**config.mk**
```make
export PLATFORM = sky130hd
export DESIGN_NAME = timer16_core
export DESIGN_NICKNAME = d
export VERILOG_FILES = /design/src/timer16_pkg.sv /design/src/timer16_core.sv /design/src/timer16_edge_detect.sv
export VERILOG_INCLUDE_DIRS = /design/src /design/src/src
export SDC_FILE = /design/constraint.sdc
export NUM_CORES = 1
export LEC_CHECK = 0
export BUFFER_PORTS_ARGS = -buffer_cell sky130_fd_sc_hd__buf_2
export CAP_MARGIN = 20
export CORE_MARGIN = 4
export CORE_UTILIZATION = 54
export DETAILED_ROUTE_END_ITERATION = 10
export PLACE_DENSITY = 0.76
export SKIP_CTS_REPAIR_TIMING = 1
export SLEW_MARGIN = 20
export SYNTH_ARGS = -nofsm -noshare
export SYNTH_HDL_FRONTEND = slang
export SYNTH_SLANG_ARGS = --single-unit
```
**constraint.sdc**
```tcl
create_clock -name pclk -period 2.1 [get_ports pclk]
set_input_delay 0.105 -clock pclk [delete_from_list [all_inputs] [get_ports pclk]]
set_output_delay 0.105 -clock pclk [all_outputs]
set_load 0.03 [all_outputs]
```
**src/timer16_params.svh**
```systemverilog
// register offsets, field positions, reset values and counts of the timer
`ifndef TIMER16_PARAMS_SVH
`define TIMER16_PARAMS_SVH

// ****************************************************************
// register byte offsets on the apb bus
// ****************************************************************
`define OFS_CONTROL_0 12'h000
`define OFS_CONTROL_1 12'h004
`define OFS_OUTPUT_CTRL 12'h008
`define OFS_CAPTURE_CTRL 12'h00C
`define OFS_EDGE_SELECT 12'h010
`define OFS_OPTION_0 12'h014
`define OFS_COMPARE_BASE 12'h018
`define OFS_COUNTER_READ 12'h028

// ****************************************************************
// field positions
// ****************************************************************
`define POS_RUN_ENABLE 7
`define POS_EXT_CLOCK 5
`define POS_OVERFLOW 0
`define POS_EVENT_EDGE 2

// ****************************************************************
// reset values and constants
// ****************************************************************
`define RST_BYTE 8'h00
`define RST_COMPARE 16'h0000
`define COUNT_ALL_ONES 16'hFFFF
`define COUNT_ZERO 16'h0000
`define NUM_CHANNELS 4

`endif

```
**src/timer16_pkg.sv**
```systemverilog
// types shared by the timer design files
package timer16_pkg;

    // operating mode field of timer_control_1
    typedef enum logic [2:0] {
        mode_interval = 3'h0,
        mode_event_count = 3'h1,
        mode_trigger_pulse = 3'h2,
        mode_one_shot = 3'h3,
        mode_pwm = 3'h4,
        mode_free_running = 3'h5,
        mode_reserved = 3'h6,
        mode_pulse_width = 3'h7
    } mode_type;

    // edge choice: none, rising, falling, both
    typedef logic [1:0] edge_sel_type;

    // one counter word
    typedef logic [15:0] count_type;

endpackage

```
**src/timer16_core.sv**
```systemverilog
// sixteen_bit_timer core: counter, compare shadows, outputs, apb registers
`include "timer16_params.svh"

module timer16_core (
    input wire logic pclk,
    input wire logic presetn,
    input wire logic ce,
    input wire logic psel,
    input wire logic penable,
    input wire logic pwrite,
    input wire logic [11:0] paddr,
    input wire logic [31:0] pwdata,
    output logic [31:0] prdata,
    output logic pready,
    output logic pslverr,
    input wire logic trigger_event_input,
    output logic [3:0] timer_output,
    output logic [3:0] channel_match_irq,
    output logic overflow_irq
);
    import timer16_pkg::*;

    // ****************************************************************
    // registers
    // ****************************************************************
    logic [7:0] timer_control_0; // run enable, prescale select
    logic [7:0] timer_control_1; // external clock enable, mode
    logic [7:0] timer_output_control; // enable and idle level pairs
    logic [7:0] capture_input_control; // capture edge select
    logic [7:0] event_trigger_edge_select; // event and trigger edges
    logic overflow_flag; // sticky overflow
    count_type compare_reg [0:3]; // software compare words
    count_type shadow [0:3]; // values the counter is compared with
    count_type counter; // live count
    logic started; // first count clock after start taken
    logic batch_pending; // channel 1 written since last transfer
    logic captured_ones; // last capture-clear held all-ones
    logic [7:0] prescale; // internal clock divider
    logic [3:0] toggle_state; // toggle flop per output

    // ****************************************************************
    // decoded controls
    // ****************************************************************
    logic timer_run_enable; // timer running
    logic external_clock_enable; // count on event edges
    mode_type mode; // operating mode
    logic batch_mode; // deferred shadow transfer
    logic clear_on_match; // counter cleared by channel-0 match
    logic overflow_mode; // wraps count as overflow
    logic event_edge; // valid edge of the event input
    logic capture_edge; // valid edge of the capture trigger
    logic internal_tick; // prescaled count enable
    logic tick; // count clock enable
    logic [7:0] prescale_mask; // divider terminal bits
    logic [3:0] match; // counter equals shadow on a tick
    logic period_clear; // channel-0 match that clears
    logic capture_clear; // capture that clears the counter
    logic wrap; // all-ones to zero without a clear
    logic start_tick; // first tick after run enable
    logic access; // apb access phase edge
    logic wr_en; // write takes effect
    logic addr_ok; // address is mapped
    logic [31:0] next_rdata; // read mux

    assign timer_run_enable = timer_control_0[`POS_RUN_ENABLE];
    assign external_clock_enable = timer_control_1[`POS_EXT_CLOCK];
    assign mode = mode_type'(timer_control_1[2:0]);
    assign batch_mode = (mode == mode_trigger_pulse) ||
                        (mode == mode_pwm);
    assign overflow_mode = (mode == mode_free_running) ||
                           (mode == mode_pulse_width);
    assign clear_on_match = !overflow_mode;
    assign access = psel & penable & pready & ce;
    assign wr_en = access & pwrite & addr_ok;

    // ****************************************************************
    // count clock selection
    // ****************************************************************
    // mask of low divider bits, divide by two to the select
    assign prescale_mask = 8'((9'h001 << timer_control_0[2:0]) - 9'h001);
    assign internal_tick = (prescale & prescale_mask) == prescale_mask;
    assign tick = timer_run_enable &
                  (external_clock_enable ? event_edge
                                         : internal_tick);

    // divider runs only while the timer runs
    always_ff @(posedge pclk or negedge presetn) begin
        if (!presetn) begin
            prescale <= 8'h00;
        end else if (ce) begin
            if (!timer_run_enable) begin
                prescale <= 8'h00;
            end else begin
                prescale <= prescale + 8'h01;
            end
        end
    end

    // edge of the shared input used for event counting
    timer16_edge_detect event_detect (
        .pclk(pclk),
        .presetn(presetn),
        .ce(ce),
        .pin(trigger_event_input),
        .edge_sel(event_trigger_edge_select[`POS_EVENT_EDGE +: 2]),
        .edge_seen(event_edge)
    );

    // edge of the same input used as capture trigger
    timer16_edge_detect capture_detect (
        .pclk(pclk),
        .presetn(presetn),
        .ce(ce),
        .pin(trigger_event_input),
        .edge_sel(capture_input_control[1:0]),
        .edge_seen(capture_edge)
    );

    // ****************************************************************
    // counter events
    // ****************************************************************
    assign start_tick = tick & !started;
    assign capture_clear = timer_run_enable & capture_edge &
                           (mode == mode_pulse_width);
    assign period_clear = tick & started & clear_on_match &
                          (counter == shadow[0]);
    // plain wrap is not a period clear, but a match at all-ones may coincide
    assign wrap = tick & started & !period_clear &
                  (counter == `COUNT_ALL_ONES);

    // per channel compare match, only after counting has begun
    genvar ch;
    generate
        for (ch = 0; ch < `NUM_CHANNELS; ch++) begin : g_match
            // in the modes that clear on match, a shadow above the period value is never reached
            assign match[ch] = tick & started &
                               (counter == shadow[ch]);
        end
    endgenerate

    // ****************************************************************
    // sixteen-bit counter
    // ****************************************************************
    always_ff @(posedge pclk or negedge presetn) begin
        if (!presetn) begin
            counter <= `COUNT_ALL_ONES;
            started <= 1'b0;
        end else if (ce) begin
            if (!timer_run_enable) begin
                // stopped counter holds all-ones
                counter <= `COUNT_ALL_ONES;
                started <= 1'b0;
            end else if (capture_clear) begin
                counter <= `COUNT_ZERO;
            end else if (start_tick) begin
                // all-ones to zero in step with the count clock
                counter <= `COUNT_ZERO;
                started <= 1'b1;
            end else if (period_clear) begin
                counter <= `COUNT_ZERO;
            end else if (tick) begin
                counter <= counter + 16'h0001;
            end
        end
    end

    // note an all-ones capture; set a cycle late, so a wrap in the capture cycle still counts as an overflow
    always_ff @(posedge pclk or negedge presetn) begin
        if (!presetn) begin
            captured_ones <= 1'b0;
        end else if (ce) begin
            if (!timer_run_enable) begin
                captured_ones <= 1'b0;
            end else if (capture_clear) begin
                captured_ones <= (counter == `COUNT_ALL_ONES);
            end else if (tick) begin
                captured_ones <= 1'b0;
            end
        end
    end

    // ****************************************************************
    // interrupt request pulses and overflow
    // ****************************************************************
    // one pclk pulse per event; mask is outside this block
    always_ff @(posedge pclk or negedge presetn) begin
        if (!presetn) begin
            channel_match_irq <= 4'h0;
            overflow_irq <= 1'b0;
        end else if (ce) begin
            channel_match_irq <= match;
            overflow_irq <= wrap & overflow_mode &
                            !captured_ones;
        end
    end

    // sticky flag, set wins over a software clear
    always_ff @(posedge pclk or negedge presetn) begin
        if (!presetn) begin
            overflow_flag <= 1'b0;
        end else if (ce) begin
            if (wrap & overflow_mode & !captured_ones) begin
                overflow_flag <= 1'b1;
            end else if (wr_en && paddr == `OFS_OPTION_0 &&
                         !pwdata[`POS_OVERFLOW]) begin
                overflow_flag <= 1'b0;
            end
        end
    end

    // ****************************************************************
    // shadow transfer
    // ****************************************************************
    // channel 1 write arms the batch; a write at transfer re-arms
    always_ff @(posedge pclk or negedge presetn) begin
        if (!presetn) begin
            batch_pending <= 1'b0;
        end else if (ce) begin
            if (wr_en && paddr == `OFS_COMPARE_BASE + 12'h004) begin
                batch_pending <= 1'b1;
            end else if (period_clear | !timer_run_enable) begin
                batch_pending <= 1'b0;
            end
        end
    end

    // shadows follow writes, or move together at the period match
    always_ff @(posedge pclk or negedge presetn) begin
        if (!presetn) begin
            for (int i = 0; i < `NUM_CHANNELS; i++) begin
                shadow[i] <= `RST_COMPARE;
            end
        end else if (ce) begin
            for (int i = 0; i < `NUM_CHANNELS; i++) begin
                if (!timer_run_enable || start_tick) begin
                    shadow[i] <= compare_reg[i];
                end else if (!batch_mode) begin
                    shadow[i] <= compare_reg[i];
                end else if (period_clear & batch_pending) begin
                    shadow[i] <= compare_reg[i];
                end
            end
        end
    end

    // ****************************************************************
    // timer outputs
    // ****************************************************************
    // toggle flops restart from the idle level while stopped
    always_ff @(posedge pclk or negedge presetn) begin
        if (!presetn) begin
            toggle_state <= 4'h0;
        end else if (ce) begin
            for (int i = 0; i < `NUM_CHANNELS; i++) begin
                if (!timer_run_enable) begin
                    toggle_state[i] <= timer_output_control[2 * i + 1];
                end else if (match[i] || (i == 0 && start_tick)) begin
                    toggle_state[i] <= !toggle_state[i];
                end
            end
        end
    end

    // pins show the toggle flop or the idle level
    always_ff @(posedge pclk or negedge presetn) begin
        if (!presetn) begin
            timer_output <= 4'h0;
        end else if (ce) begin
            for (int i = 0; i < `NUM_CHANNELS; i++) begin
                timer_output[i] <= timer_output_control[2 * i] ?
                                   toggle_state[i] :
                                   timer_output_control[2 * i + 1];
            end
        end
    end

    // ****************************************************************
    // apb register writes
    // ****************************************************************
    // control and configuration bytes
    always_ff @(posedge pclk or negedge presetn) begin
        if (!presetn) begin
            timer_control_0 <= `RST_BYTE;
            timer_control_1 <= `RST_BYTE;
            timer_output_control <= `RST_BYTE;
            capture_input_control <= `RST_BYTE;
            event_trigger_edge_select <= `RST_BYTE;
        end else if (wr_en) begin
            unique case (paddr)
                `OFS_CONTROL_0: timer_control_0 <= pwdata[7:0];
                `OFS_CONTROL_1: timer_control_1 <= pwdata[7:0];
                `OFS_OUTPUT_CTRL: timer_output_control <= pwdata[7:0];
                `OFS_CAPTURE_CTRL: capture_input_control <= pwdata[7:0];
                `OFS_EDGE_SELECT: event_trigger_edge_select <= pwdata[7:0];
                default: ;
            endcase
        end
    end

    // compare words; a pulse-width capture lands in channel 0
    always_ff @(posedge pclk or negedge presetn) begin
        if (!presetn) begin
            for (int i = 0; i < `NUM_CHANNELS; i++) begin
                compare_reg[i] <= `RST_COMPARE;
            end
        end else if (ce) begin
            for (int i = 0; i < `NUM_CHANNELS; i++) begin
                if (i == 0 && capture_clear) begin
                    compare_reg[i] <= counter;
                end else if (wr_en && paddr == `OFS_COMPARE_BASE +
                             12'(4 * i)) begin
                    compare_reg[i] <= pwdata[15:0];
                end
            end
        end
    end

    // ****************************************************************
    // apb read and answer
    // ****************************************************************
    // read mux, unmapped addresses flagged
    always_comb begin
        next_rdata = 32'h0000_0000;
        addr_ok = 1'b1;
        unique case (paddr)
            `OFS_CONTROL_0: next_rdata[7:0] = timer_control_0;
            `OFS_CONTROL_1: next_rdata[7:0] = timer_control_1;
            `OFS_OUTPUT_CTRL: next_rdata[7:0] = timer_output_control;
            `OFS_CAPTURE_CTRL: next_rdata[7:0] = capture_input_control;
            `OFS_EDGE_SELECT: next_rdata[7:0] = event_trigger_edge_select;
            `OFS_OPTION_0: next_rdata[`POS_OVERFLOW] = overflow_flag;
            `OFS_COMPARE_BASE: next_rdata[15:0] = compare_reg[0];
            `OFS_COMPARE_BASE + 12'h004: next_rdata[15:0] = compare_reg[1];
            `OFS_COMPARE_BASE + 12'h008: next_rdata[15:0] = compare_reg[2];
            `OFS_COMPARE_BASE + 12'h00C: next_rdata[15:0] = compare_reg[3];
            // live count while running, zero while stopped
            `OFS_COUNTER_READ: next_rdata[15:0] =
                timer_run_enable ? counter : `COUNT_ZERO;
            default: addr_ok = 1'b0;
        endcase
    end

    // one wait-free answer: ready in the first access cycle
    always_ff @(posedge pclk or negedge presetn) begin
        if (!presetn) begin
            pready <= 1'b0;
            pslverr <= 1'b0;
            prdata <= 32'h0000_0000;
        end else if (ce) begin
            pready <= psel & ~penable;
            pslverr <= psel & ~penable & ~addr_ok;
            if (psel & ~penable & ~pwrite) begin
                prdata <= next_rdata;
            end
        end
    end
endmodule

```
**src/timer16_edge_detect.sv**
```systemverilog
// valid-edge detector for one timer input pin
module timer16_edge_detect (
    input wire logic pclk,
    input wire logic presetn,
    input wire logic ce,
    input wire logic pin,
    input wire timer16_pkg::edge_sel_type edge_sel,
    output logic edge_seen
);
    import timer16_pkg::*;

    // ****************************************************************
    // previous level and pulse
    // ****************************************************************
    logic pin_prev; // level one clock ago

    // remember the pin and flag the selected edge
    always_ff @(posedge pclk or negedge presetn) begin
        if (!presetn) begin
            pin_prev <= 1'b0;
            edge_seen <= 1'b0;
        end else if (ce) begin
            pin_prev <= pin;
            edge_seen <= (edge_sel[0] & pin & ~pin_prev) |
                         (edge_sel[1] & ~pin & pin_prev);
        end
    end
endmodule

```
==> results of run 1 <==
final timing paths:
check / to / start
setup / recovery: shadow[26]$_DFFE_PN0P_ / counter[6]$_DFFE_PN1P_
hold / removal: compare_reg[53]$_DFFE_PN0P_ / pwdata[5]
setup reg to reg: shadow[26]$_DFFE_PN0P_ / counter[6]$_DFFE_PN1P_
hold reg to reg: channel_match_irq[0]$_DFFE_PN0P_ / channel_match_irq[0]$_DFFE_PN0P_
max in group asynchronous: counter[14]$_DFFE_PN1P_ / presetn
min in group asynchronous: prdata[11]$_DFFE_PN0P_ / presetn
cell usage after synthesis (17+ instances only):
cell type	count	area (µm²)
nor2_1	47	176.4
clkbuf_1	26	97.59
xnor2_1	65	569.3
nand3_1	18	90.09
inv_1	18	67.56
nand2_1	82	307.8
buf_4	20	150.1
a21oi_1	30	150.1
a31oi_1	24	150.1
mux2_2	132	1486
a22oi_1	17	127.6
o21ai_0	48	240.2
dfrtp_1	213	5330
mux2_1	25	281.5
mux2i_1	19	190.2
buf_2	30	150.1
nand4_1	21	131.4
per-stage QoR:
step           utilization, %  std cells  TNS (ns)  worst slack (ns)
3_5_place_dp            61.55       1413    -8.085           -0.1891
5_1_grt                 68.71       1484    -14.85           -0.2565
2_1_floorplan               -       1031   -0.7556          -0.03174
6_report                68.71       1484    -10.24           -0.2078
3_3_place_gp            61.55       1413    -5.129           -0.1471
4_1_cts                 65.45       1454    -10.33           -0.2398
area by class of cell:
type	instances	area [µm²]	share of cell area, %
multi-input combinational	699	5549	38.54
clock inverter	6	116.4	0.8082
timing repair buffer	222	1864	12.95
tap	275	344.1	2.390
clock buffer	35	701.9	4.875
inverter	18	67.56	0.4693
sequential	229	5754	39.97
worst register-to-register path, stage by stage (launching register included):
cell	delay [ns]
dfstp_2	0.61
xnor2_2	0.13
nand4_1	0.16
nor4_4	0.37
a41oi_4	0.17
buf_12	0.17
clkbuf_16	0.17
buf_4	0.14
mux2_2	0.27
kinds of logic (layout without fill, tap and decap cells):
| kind of cell | count (synthesis) | in the layout | synth area share, % |
|---|---|---|---|
| mux | 177 | 177 | 17.26 |
| buf+inv | 103 | 281 | 4.415 |
| compound gates | 187 | 187 | 11.39 |
| xor+xnor | 69 | 69 | 5.266 |
| simple gates | 248 | 248 | 11.31 |
| fa+ha+maj | 2 | 2 | 0.2180 |
| other cells | 1 | 16 | 0.03268 |
| flops | 229 | 229 | 50.11 |
power breakdown:
part | internal, mW | switching (mW)
clock network | 2.68 | 1.76
logic | 0.333 | 0.536
registers | 4.45 | 0.0244
layer usage:
| layer | track usage (%) | wire length, µm | part of all wire, % | vias to the layer above |
|---|---|---|---|---|
| met3 | 3.546 | 2765 | 8.1 | 78 |
| met1 | 38.25 | 14010 | 41 | 4674 |
| met5 | 0 | 0 | 0 | - |
| met4 | 7.065 | 841 | 2.5 | 0 |
| met2 | 44.31 | 16560 | 48 | 472 |
| li1 | - | - | - | 3986 |
==> results.md, run 1 <==
- Status: finished, violations left
- Failing checks: hold timing, setup timing
- CTS sink cnt: 229
- Maxcap violations: 0
- Min-Delay Path Class: primary input to flop
- Setup Crit Path Kind: flop to flop
- Mapped Cells: 1016
- Initial antenna violation count: 0
- Clk_lat worst skew: 0.54 ns
- Seq cells post-synth: 229
- H-tree depth: 1
- Clock buffer depth: 3
- Crit-path max FO: 6
- Iteration-0 DRC Markers: 1053
- CP top delay family: flip-flops
- Area delta synth->final: 25.46%
- Clock Skews: 0.01838 ns
- Post-DP Area: 0.01290 mm²
- Most used DFF post-synth: dfrtp_1
- Hold path cells: 3
- Period utilisation layout: 109.9%
- Reg2Reg Setup Slack: -0.21 ns
- Commonest cells after routing, fill and taps aside: dfrtp_1, mux2_2, buf_4, nand2_1, buf_2
- CP Launch Type: flop
- Die Height: 153.8 µm
- Largest net degree at the start of global routing: 67
- Register area share after synthesis: 50.11%
- Share of cells above drive strength 1: 38.88%
- Fillers: 1493
- Share of synthesized registers carrying an async set or reset: 100.0%
- Total number of vias: 9210
- Die Wd: 153.8 µm
- GRT overflow: 0
- Most common cell after layout, fill and taps aside: dfrtp_1
- I/O pin count: 94
- Synth Warn #: 0
- Residual DRC count: 0
- Via density: 6.206
- Distinct cell type count of the synthesized netlist: 72
- Reg2Reg Depth: 8
- Critical Path AT: 2.72 ns
- Area of the mapped netlist: 0.01148 mm²
- Drt pass-1 iters: 5
- Dpl hpwl: 23070 µm
- Hold Slack: -0.03302 ns
- CP max stage delay: 0.61 ns
- Post-route ant nets: 0
- CTS clk-pin slew, worst paths: 0.06 ns
- CTS tree: done
- Buffers added on ports: 61
- Slowest CP cell: dfstp_2
- Pleak: 6.844 nW
- Total power: 9.782 mW
- Pwr Density: 679.4 mW/mm²
- First-pass GRT wire length: 50750 µm
- Worst vdd rail ir drop: 0.0006046 V
- Min cycle time layout: 2.308 ns
- CORE AREA: 0.02096 mm²
- Avg Cell Area, Syn: 11.30 µm²
- Post-route setup slack: -0.2078 ns
- Crit-path cells: xnor2_2, nand4_1, nor4_4, a41oi_4, buf_12, clkbuf_16, buf_4, mux2_2
- FMAX: 433.3 MHz
- Die ar.: 0.02365 mm²
- CP bufs+invs: 3
- FP Rows: 53
- EDFF count, synth: 0
- Gr usage total: 26.96%
- Final Wtd Congestion: 0.9074
- Final instance area: 0.01440 mm²
- Vias in the first global route: 9066
- Final Hold Fails: 3
- Root buffer cell: clkbuf_16
- CP Depth: 8
- DRT Wirelength: 34190 µm
- Critical Path RT: 2.51 ns
- Initial core utilization: 54.76%
- Total CTS buffers: 24
- Final setup fails: 69
- Ant. Diodes: 0
- Average wire per standard cell: 23.04 µm
- Slew margin rel.: 55.64%
- CP Capture Type: flop
- Final #Nets: 1247
- RSZ-0062 raised after global routing: true
- Worst Tran Pin Value: 0.6633 ns
- Final Slew Violations: 0
No activity file was read; power rests on OpenSTA's default activity.
==> run 2, diff against run 1 <==
--- a/config.mk
+++ b/config.mk
@@ -9,9 +9,10 @@
 export BUFFER_PORTS_ARGS = -buffer_cell sky130_fd_sc_hd__buf_2
 export CAP_MARGIN = 20
 export CORE_MARGIN = 4
-export CORE_UTILIZATION = 54
+export CORE_UTILIZATION = 60
 export DETAILED_ROUTE_END_ITERATION = 10
-export PLACE_DENSITY = 0.76
+export PLACE_DENSITY = 0.8
+export SETUP_SLACK_MARGIN = 0.15
 export SKIP_CTS_REPAIR_TIMING = 1
 export SLEW_MARGIN = 20
 export SYNTH_ARGS = -nofsm -noshare
==> constraint.sdc (replaced) <==
create_clock -name pclk -period 2.5 [get_ports pclk]
set_input_delay 0.125 -clock pclk [delete_from_list [all_inputs] [get_ports pclk]]
set_output_delay 0.125 -clock pclk [all_outputs]
set_load 0.03 [all_outputs]
==> run 2 against run 1 <==
The run ends with hold timing left. Highest routed layer unchanged. Design area is 6.7% lower. Final cell count decreased by 7.6%. Worst setup slack better by 0.34 ns. Critical path depth down 1. Largest cell class unchanged. Combinational power decreased by 26%. Largest power group unchanged. Sequential power decreased by 16%. Clock power fell by 17%. Sequential share of layout area grew 2.9 points. Critical endpoint is now shadow[18]$_DFFE_PN0P_. Count of clock-buffer cells in the layout down 2.
==> results.md, run 2 (synthesized netlist as in run 1, its figures left out) <==
- Root buffer cell: clkbuf_16
- Maxcap violations: 0
- Clk_lat worst skew: 0.52 ns
- FF-to-FF End: shadow[18]$_DFFE_PN0P_
- Period utilisation layout: 94.86%
- Area occupied by multi-input gates: 0.005351 mm²
- Area delta synth->final: 17.04%
- Reg area: 0.005758 mm²
- Sum Neg Setup Slack: 0 ns
- Hold path cells: 3
- Min-Delay Path Class: primary input to flop
- Dpl hpwl: 21280 µm
- Post-route ant nets: 0
- Pleak: 6.305 nW
- Initial core utilization: 61.15%
- Worst Setup EP: shadow[18]$_DFFE_PN0P_
- Pwr Density: 602.4 mW/mm²
- Final Slew Violations: 0
- Hold Slack: -0.01334 ns
- GRT overflow: 0
- Final Wtd Congestion: 0.9223
- First-pass GRT wire length: 48710 µm
- Share of cells above drive strength 1: 32.45%
- Clock Skews: 0.01047 ns
- Setup Crit Path Kind: flop to flop
- Buffers added on ports: 61
- DRT Wirelength: 33170 µm
- Final setup fails: 0
- CP Depth: 7
- I/O pin count: 94
- CP max stage delay: 0.65 ns
- Residual DRC count: 0
- Final #Nets: 1175
- Iteration-0 DRC Markers: 1014
- CP top delay family: flip-flops
- Reg2Reg Depth: 7
- Worst Tran Pin Value: 0.6102 ns
- Largest net degree at the start of global routing: 78
- Die Wd: 146.3 µm
- Slew margin rel.: 59.32%
- Most common cell on crit path: buf_12
- CORE AREA: 0.01877 mm²
- FP Rows: 50
- Commonest cells after routing, fill and taps aside: dfrtp_1, mux2_2, nand2_1, xnor2_1, buf_4
- Average wire per standard cell: 24.19 µm
- Critical Path RT: 2.90 ns
- CP Capture Type: flop
- H-tree depth: 1
- CP Launch Type: flop
- Min cycle time layout: 2.372 ns
- Final Hold Fails: 2
- Vias in the first global route: 8691
- Status: finished, violations left
- Reg2Reg Setup Slack: 0.13 ns
- Failing checks: hold timing
- Die Height: 146.3 µm
- CTS clk-pin slew, worst paths: 0.06 ns
- Worst vdd rail ir drop: 0.0004212 V
- CTS tree: done
- Util after Layout: 71.57%
- Gr usage total: 28.59%
- CP bufs+invs: 2
- Die ar.: 0.02140 mm²
- Initial antenna violation count: 0
- Critical Path AT: 2.77 ns
- Most common cell after layout, fill and taps aside: dfrtp_1
- Total CTS buffers: 25
- Crit-path max FO: 8
- Ant. Diodes: 0
- Via density: 6.611
- FMAX: 421.7 MHz
- Fillers: 1261
- CP startpoint: counter[7]$_DFFE_PN1P_
- CTS sink cnt: 229
- Clock buffer depth: 3
- Worst r2r src: counter[7]$_DFFE_PN1P_
- Drt pass-1 iters: 5
- RSZ-0062 raised after global routing: true
- Crit-path cells: xnor2_2, nand4_1, nor4_4, a41oi_4, buf_12, buf_12, mux2_4
- Slowest CP cell: dfstp_4
- Total number of vias: 9063
[run 2: routing by layer]
| layer | part of all wire (%) | global-route usage [%] |
|---|---|---|
| met5 | 0 | 0 |
| met4 | 3.3 | 9.266 |
| met3 | 10 | 5.245 |
| met2 | 48 | 45.54 |
| met1 | 39 | 40.15 |
[run 2: worst register-to-register path: stages, from the launching register on]
cell	delay [ns]
dfstp_4	0.65
xnor2_2	0.13
nand4_1	0.17
nor4_4	0.44
a41oi_4	0.20
buf_12	0.20
buf_12	0.16
mux2_4	0.30
[run 2: worst min-delay path by stage]
stage / from / endpoint / slack (ns)
floorplan: presetn / batch_pending$_DFFE_PN0P_ / -0.17
global placement: presetn / capture_input_control[5]$_DFFE_PN0P_ / 0.15
detailed placement: presetn / capture_input_control[3]$_DFFE_PN0P_ / 0.16
CTS: presetn / timer_output_control[3]$_DFFE_PN0P_ / -0.38
global route: pwdata[3] / compare_reg[51]$_DFFE_PN0P_ / 0.02
finish: pwdata[3] / compare_reg[51]$_DFFE_PN0P_ / -0.01
[run 2: final cells by class]
type                       instances  share of cell area (%)
clock inverter                     9                  0.9408
clock buffer                      33                   5.030
sequential                       229                   42.87
inverter                          18                  0.5030
multi-input combinational        699                   39.84
tap                              234                   2.180
timing repair buffer             149                   8.635
[run 2: power by group]
| part | total [mW] | leakage [nW] | internal (mW) | switching [mW] |
|---|---|---|---|---|
| clock network | 3.68 | 0.398 | 2.20 | 1.48 |
| logic | 0.641 | 2.78 | 0.221 | 0.420 |
| registers | 3.77 | 3.13 | 3.74 | 0.0276 |
[run 2: through the flow]
step | std cells | instance area [µm²] | total power [mW] | hold WS [ns] | worst slack (ns)
after CTS | 1340 | 12980 | 8.023 | -0.3834 | 0.09500
after detailed placement | 1298 | 12180 | 4.386 | 0.1572 | 0.1091
after global routing | 1371 | 13430 | 8.308 | 0.01509 | 0.06635
after floorplan | 1031 | 11530 | 4.145 | -0.1706 | 0.2478
final | 1371 | 13430 | 8.091 | -0.01334 | 0.1284
after global placement | 1298 | 12180 | 4.376 | 0.1509 | 0.1754
==> run 3, diff against run 2 <==
--- a/config.mk
+++ b/config.mk
@@ -6,6 +6,7 @@
 export SDC_FILE = /design/constraint.sdc
 export NUM_CORES = 1
 export LEC_CHECK = 0
+export ABC_AREA = 1
 export BUFFER_PORTS_ARGS = -buffer_cell sky130_fd_sc_hd__buf_2
 export CAP_MARGIN = 20
 export CORE_MARGIN = 4
==> run 3 against run 2 <==
The flow still finishes with violations (hold timing). Synthesized area increased by 2.9%. Sequential power is 23% higher. Via count grew 23%. Wire length grew 11%. Global-route usage grew 3.2 points. Total power grew 38%. Sequential share of layout area down 0.92 points. Hold slack better by 0.0061 ns. Largest cell class unchanged.
==> results.md, run 3 <==
- Clk_lat worst skew: 0.53 ns
- Worst vdd rail ir drop: 0.0007848 V
- CP startpoint: counter[2]$_DFFE_PN1P_
- Clock buffer depth: 3
- Synth top area share: 45.15%
- H-tree depth: 1
- Final Hold Fails: 3
- Most common cell after layout, fill and taps aside: nand2_1
- Register area share after synthesis: 48.71%
- FP Rows: 51
- Buffers added on ports: 61
- FMAX: 434.4 MHz
- Reg2Reg Depth: 13
- Initial core utilization: 60.86%
- Mapped Cells: 1524
- Seq cells post-synth: 229
- Residual DRC count: 0
- Area of the mapped netlist: 0.01181 mm²
- Final Wtd Congestion: 0.9344
- Synth area leader: dfrtp_1
- Routed wl met2: 16060 µm
- I/O pin count: 94
- Worst r2r src: counter[2]$_DFFE_PN1P_
- Pwr Density: 815.8 mW/mm²
- CTS sink cnt: 229
- Crit-path max FO: 32
- Status: finished, violations left
- Final Slew Violations: 0
- Root buffer cell: clkbuf_16
- CORE AREA: 0.01940 mm²
- Min-Delay Path Class: primary input to flop
- Routed wl met3: 4369 µm
- Final setup fails: 0
- EDFF count, synth: 0
- GRT overflow: 0
- Hold Slack: -0.007247 ns
- Via density: 5.871
- Post-Place Cells: 1823
- Slew margin rel.: 51.48%
- DRT Wirelength: 36690 µm
- First-pass GRT wire length: 55500 µm
- CP Capture Type: flop
- Synth top area cells: dfrtp_1, nand2_1, o21ai_0
- Maxcap violations: 0
- Share of cells above drive strength 1: 14.01%
- Worst Tran Pin Value: 0.7277 ns
- Avg Cell Area, Syn: 7.747 µm²
- Area delta synth->final: 16.12%
- Fillers: 1540
- Vias in the first global route: 10340
- Ant. Diodes: 0
- RSZ-0062 raised after global routing: true
- Critical Path RT: 2.90 ns
- Total number of vias: 11149
- Die ar.: 0.02199 mm²
- Largest net degree at the start of global routing: 79
- Total CTS buffers: 25
- Die Wd: 148.3 µm
- Pleak: 7.016 nW
- Top-count cell post-synth: nand2_1
- Synth Warn #: 0
- Failing checks: hold timing
- Layout Cells excl Fill: 1899
- Reg2Reg Setup Slack: 0.20 ns
- Util after Layout: 70.67%
- Dpl hpwl: 24000 µm
- Sum Neg Setup Slack: 0 ns
- Min cycle time layout: 2.302 ns
- Iteration-0 DRC Markers: 1410
- Clock Skews: 0.01582 ns
- CTS tree: done
- Die Height: 148.3 µm
- Period utilisation layout: 92.09%
- Worst Setup EP: shadow[38]$_DFFE_PN0P_
- Critical Path AT: 2.70 ns
- Share of synthesized registers carrying an async set or reset: 100.0%
- Post-route ant nets: 0
- Setup Crit Path Kind: flop to flop
- Average wire per standard cell: 19.32 µm
- Initial antenna violation count: 0
- Gr usage total: 31.84%
- Drt pass-1 iters: 5
- Most used DFF post-synth: dfrtp_1
- Final #Nets: 1670
- CP Launch Type: flop
- Top sig layer: met4
- Met1 WL: 14590 µm
- CTS clk-pin slew, worst paths: 0.06 ns
- FF-to-FF End: shadow[38]$_DFFE_PN0P_
- Distinct cell type count of the synthesized netlist: 40
- Synth top cells by count: nand2_1, dfrtp_1, inv_1
- Commonest cells after routing, fill and taps aside: nand2_1, dfrtp_1, inv_1, o21ai_0, nand3_1
==> run 3: logic make-up (layout without fill, tap and decap cells) <==
logic type | after synthesis | count (layout) | share of synthesized area, %
adders and majority gates | 2 | 2 | 0.2119
DFF | 229 | 229 | 48.71
xor gates and xnor gates | 40 | 40 | 2.967
AOI/OAI and AO/OA | 251 | 251 | 11.41
buffers and inverters | 238 | 333 | 8.913
other | 1 | 16 | 0.03176
and+or+nand+nor | 763 | 763 | 27.76
==> run 3: stage by stage <==
step                      power (mW)  area [µm²]  setup slack [ns]
after global routing           11.64       13710           0.09229
final                          11.18       13710            0.1977
after global placement         6.792       12440            0.2057
after CTS                      10.92       13350            0.1598
after floorplan                6.062       11860            0.4956
after detailed placement       6.868       12440            0.1128
==> run 3: worst min path at each step <==
stage | start | end | cells past startpoint
after floorplan | presetn | batch_pending$_DFFE_PN0P_ | 0
after global placement | presetn | shadow[57]$_DFFE_PN0P_ | 1
after detailed placement | presetn | shadow[57]$_DFFE_PN0P_ | 1
after CTS | presetn | compare_reg[10]$_DFFE_PN0P_ | 1
after global routing | pwdata[4] | compare_reg[4]$_DFFE_PN0P_ | 3
final | ce | pslverr$_DFFE_PN0P_ | 4
==> run 3: power by group <==
part           switching, mW  internal (mW)
combinational           1.54          0.944
sequential             0.461           4.18
clock                   1.52           2.54
==> run 3: critical path, stage by stage, from the launching register on <==
cell and delay, ns:
dfstp_2 0.66, buf_4 0.16, xor2_1 0.06, nor2_1 0.11
nand2_1 0.06, nor2_1 0.08, nand2_1 0.11, nor2_2 0.12
nand3_1 0.15, nand2_4 0.17, nand2_4 0.11, buf_12 0.19
nand2_1 0.10, nand2_1 0.06
==> run 3: layout make-up <==
class	count	area, µm²	share of cell area (%)
flip-flops and latches	229	5751	41.95
multi-input cells	1072	5112	37.29
repair buffers	140	1042	7.602
clock buffers	33	725.7	5.293
inverters	149	561.8	4.098
well taps	265	331.6	2.419
clock inverters	11	185.2	1.351
==> run 3: layer usage <==
layer | track usage [%] | up-vias
met5 | 0 | -
met4 | 12.33 | 0
met3 | 6.734 | 135
met2 | 47.09 | 724
met1 | 46.53 | 5203
li1 | - | 5087
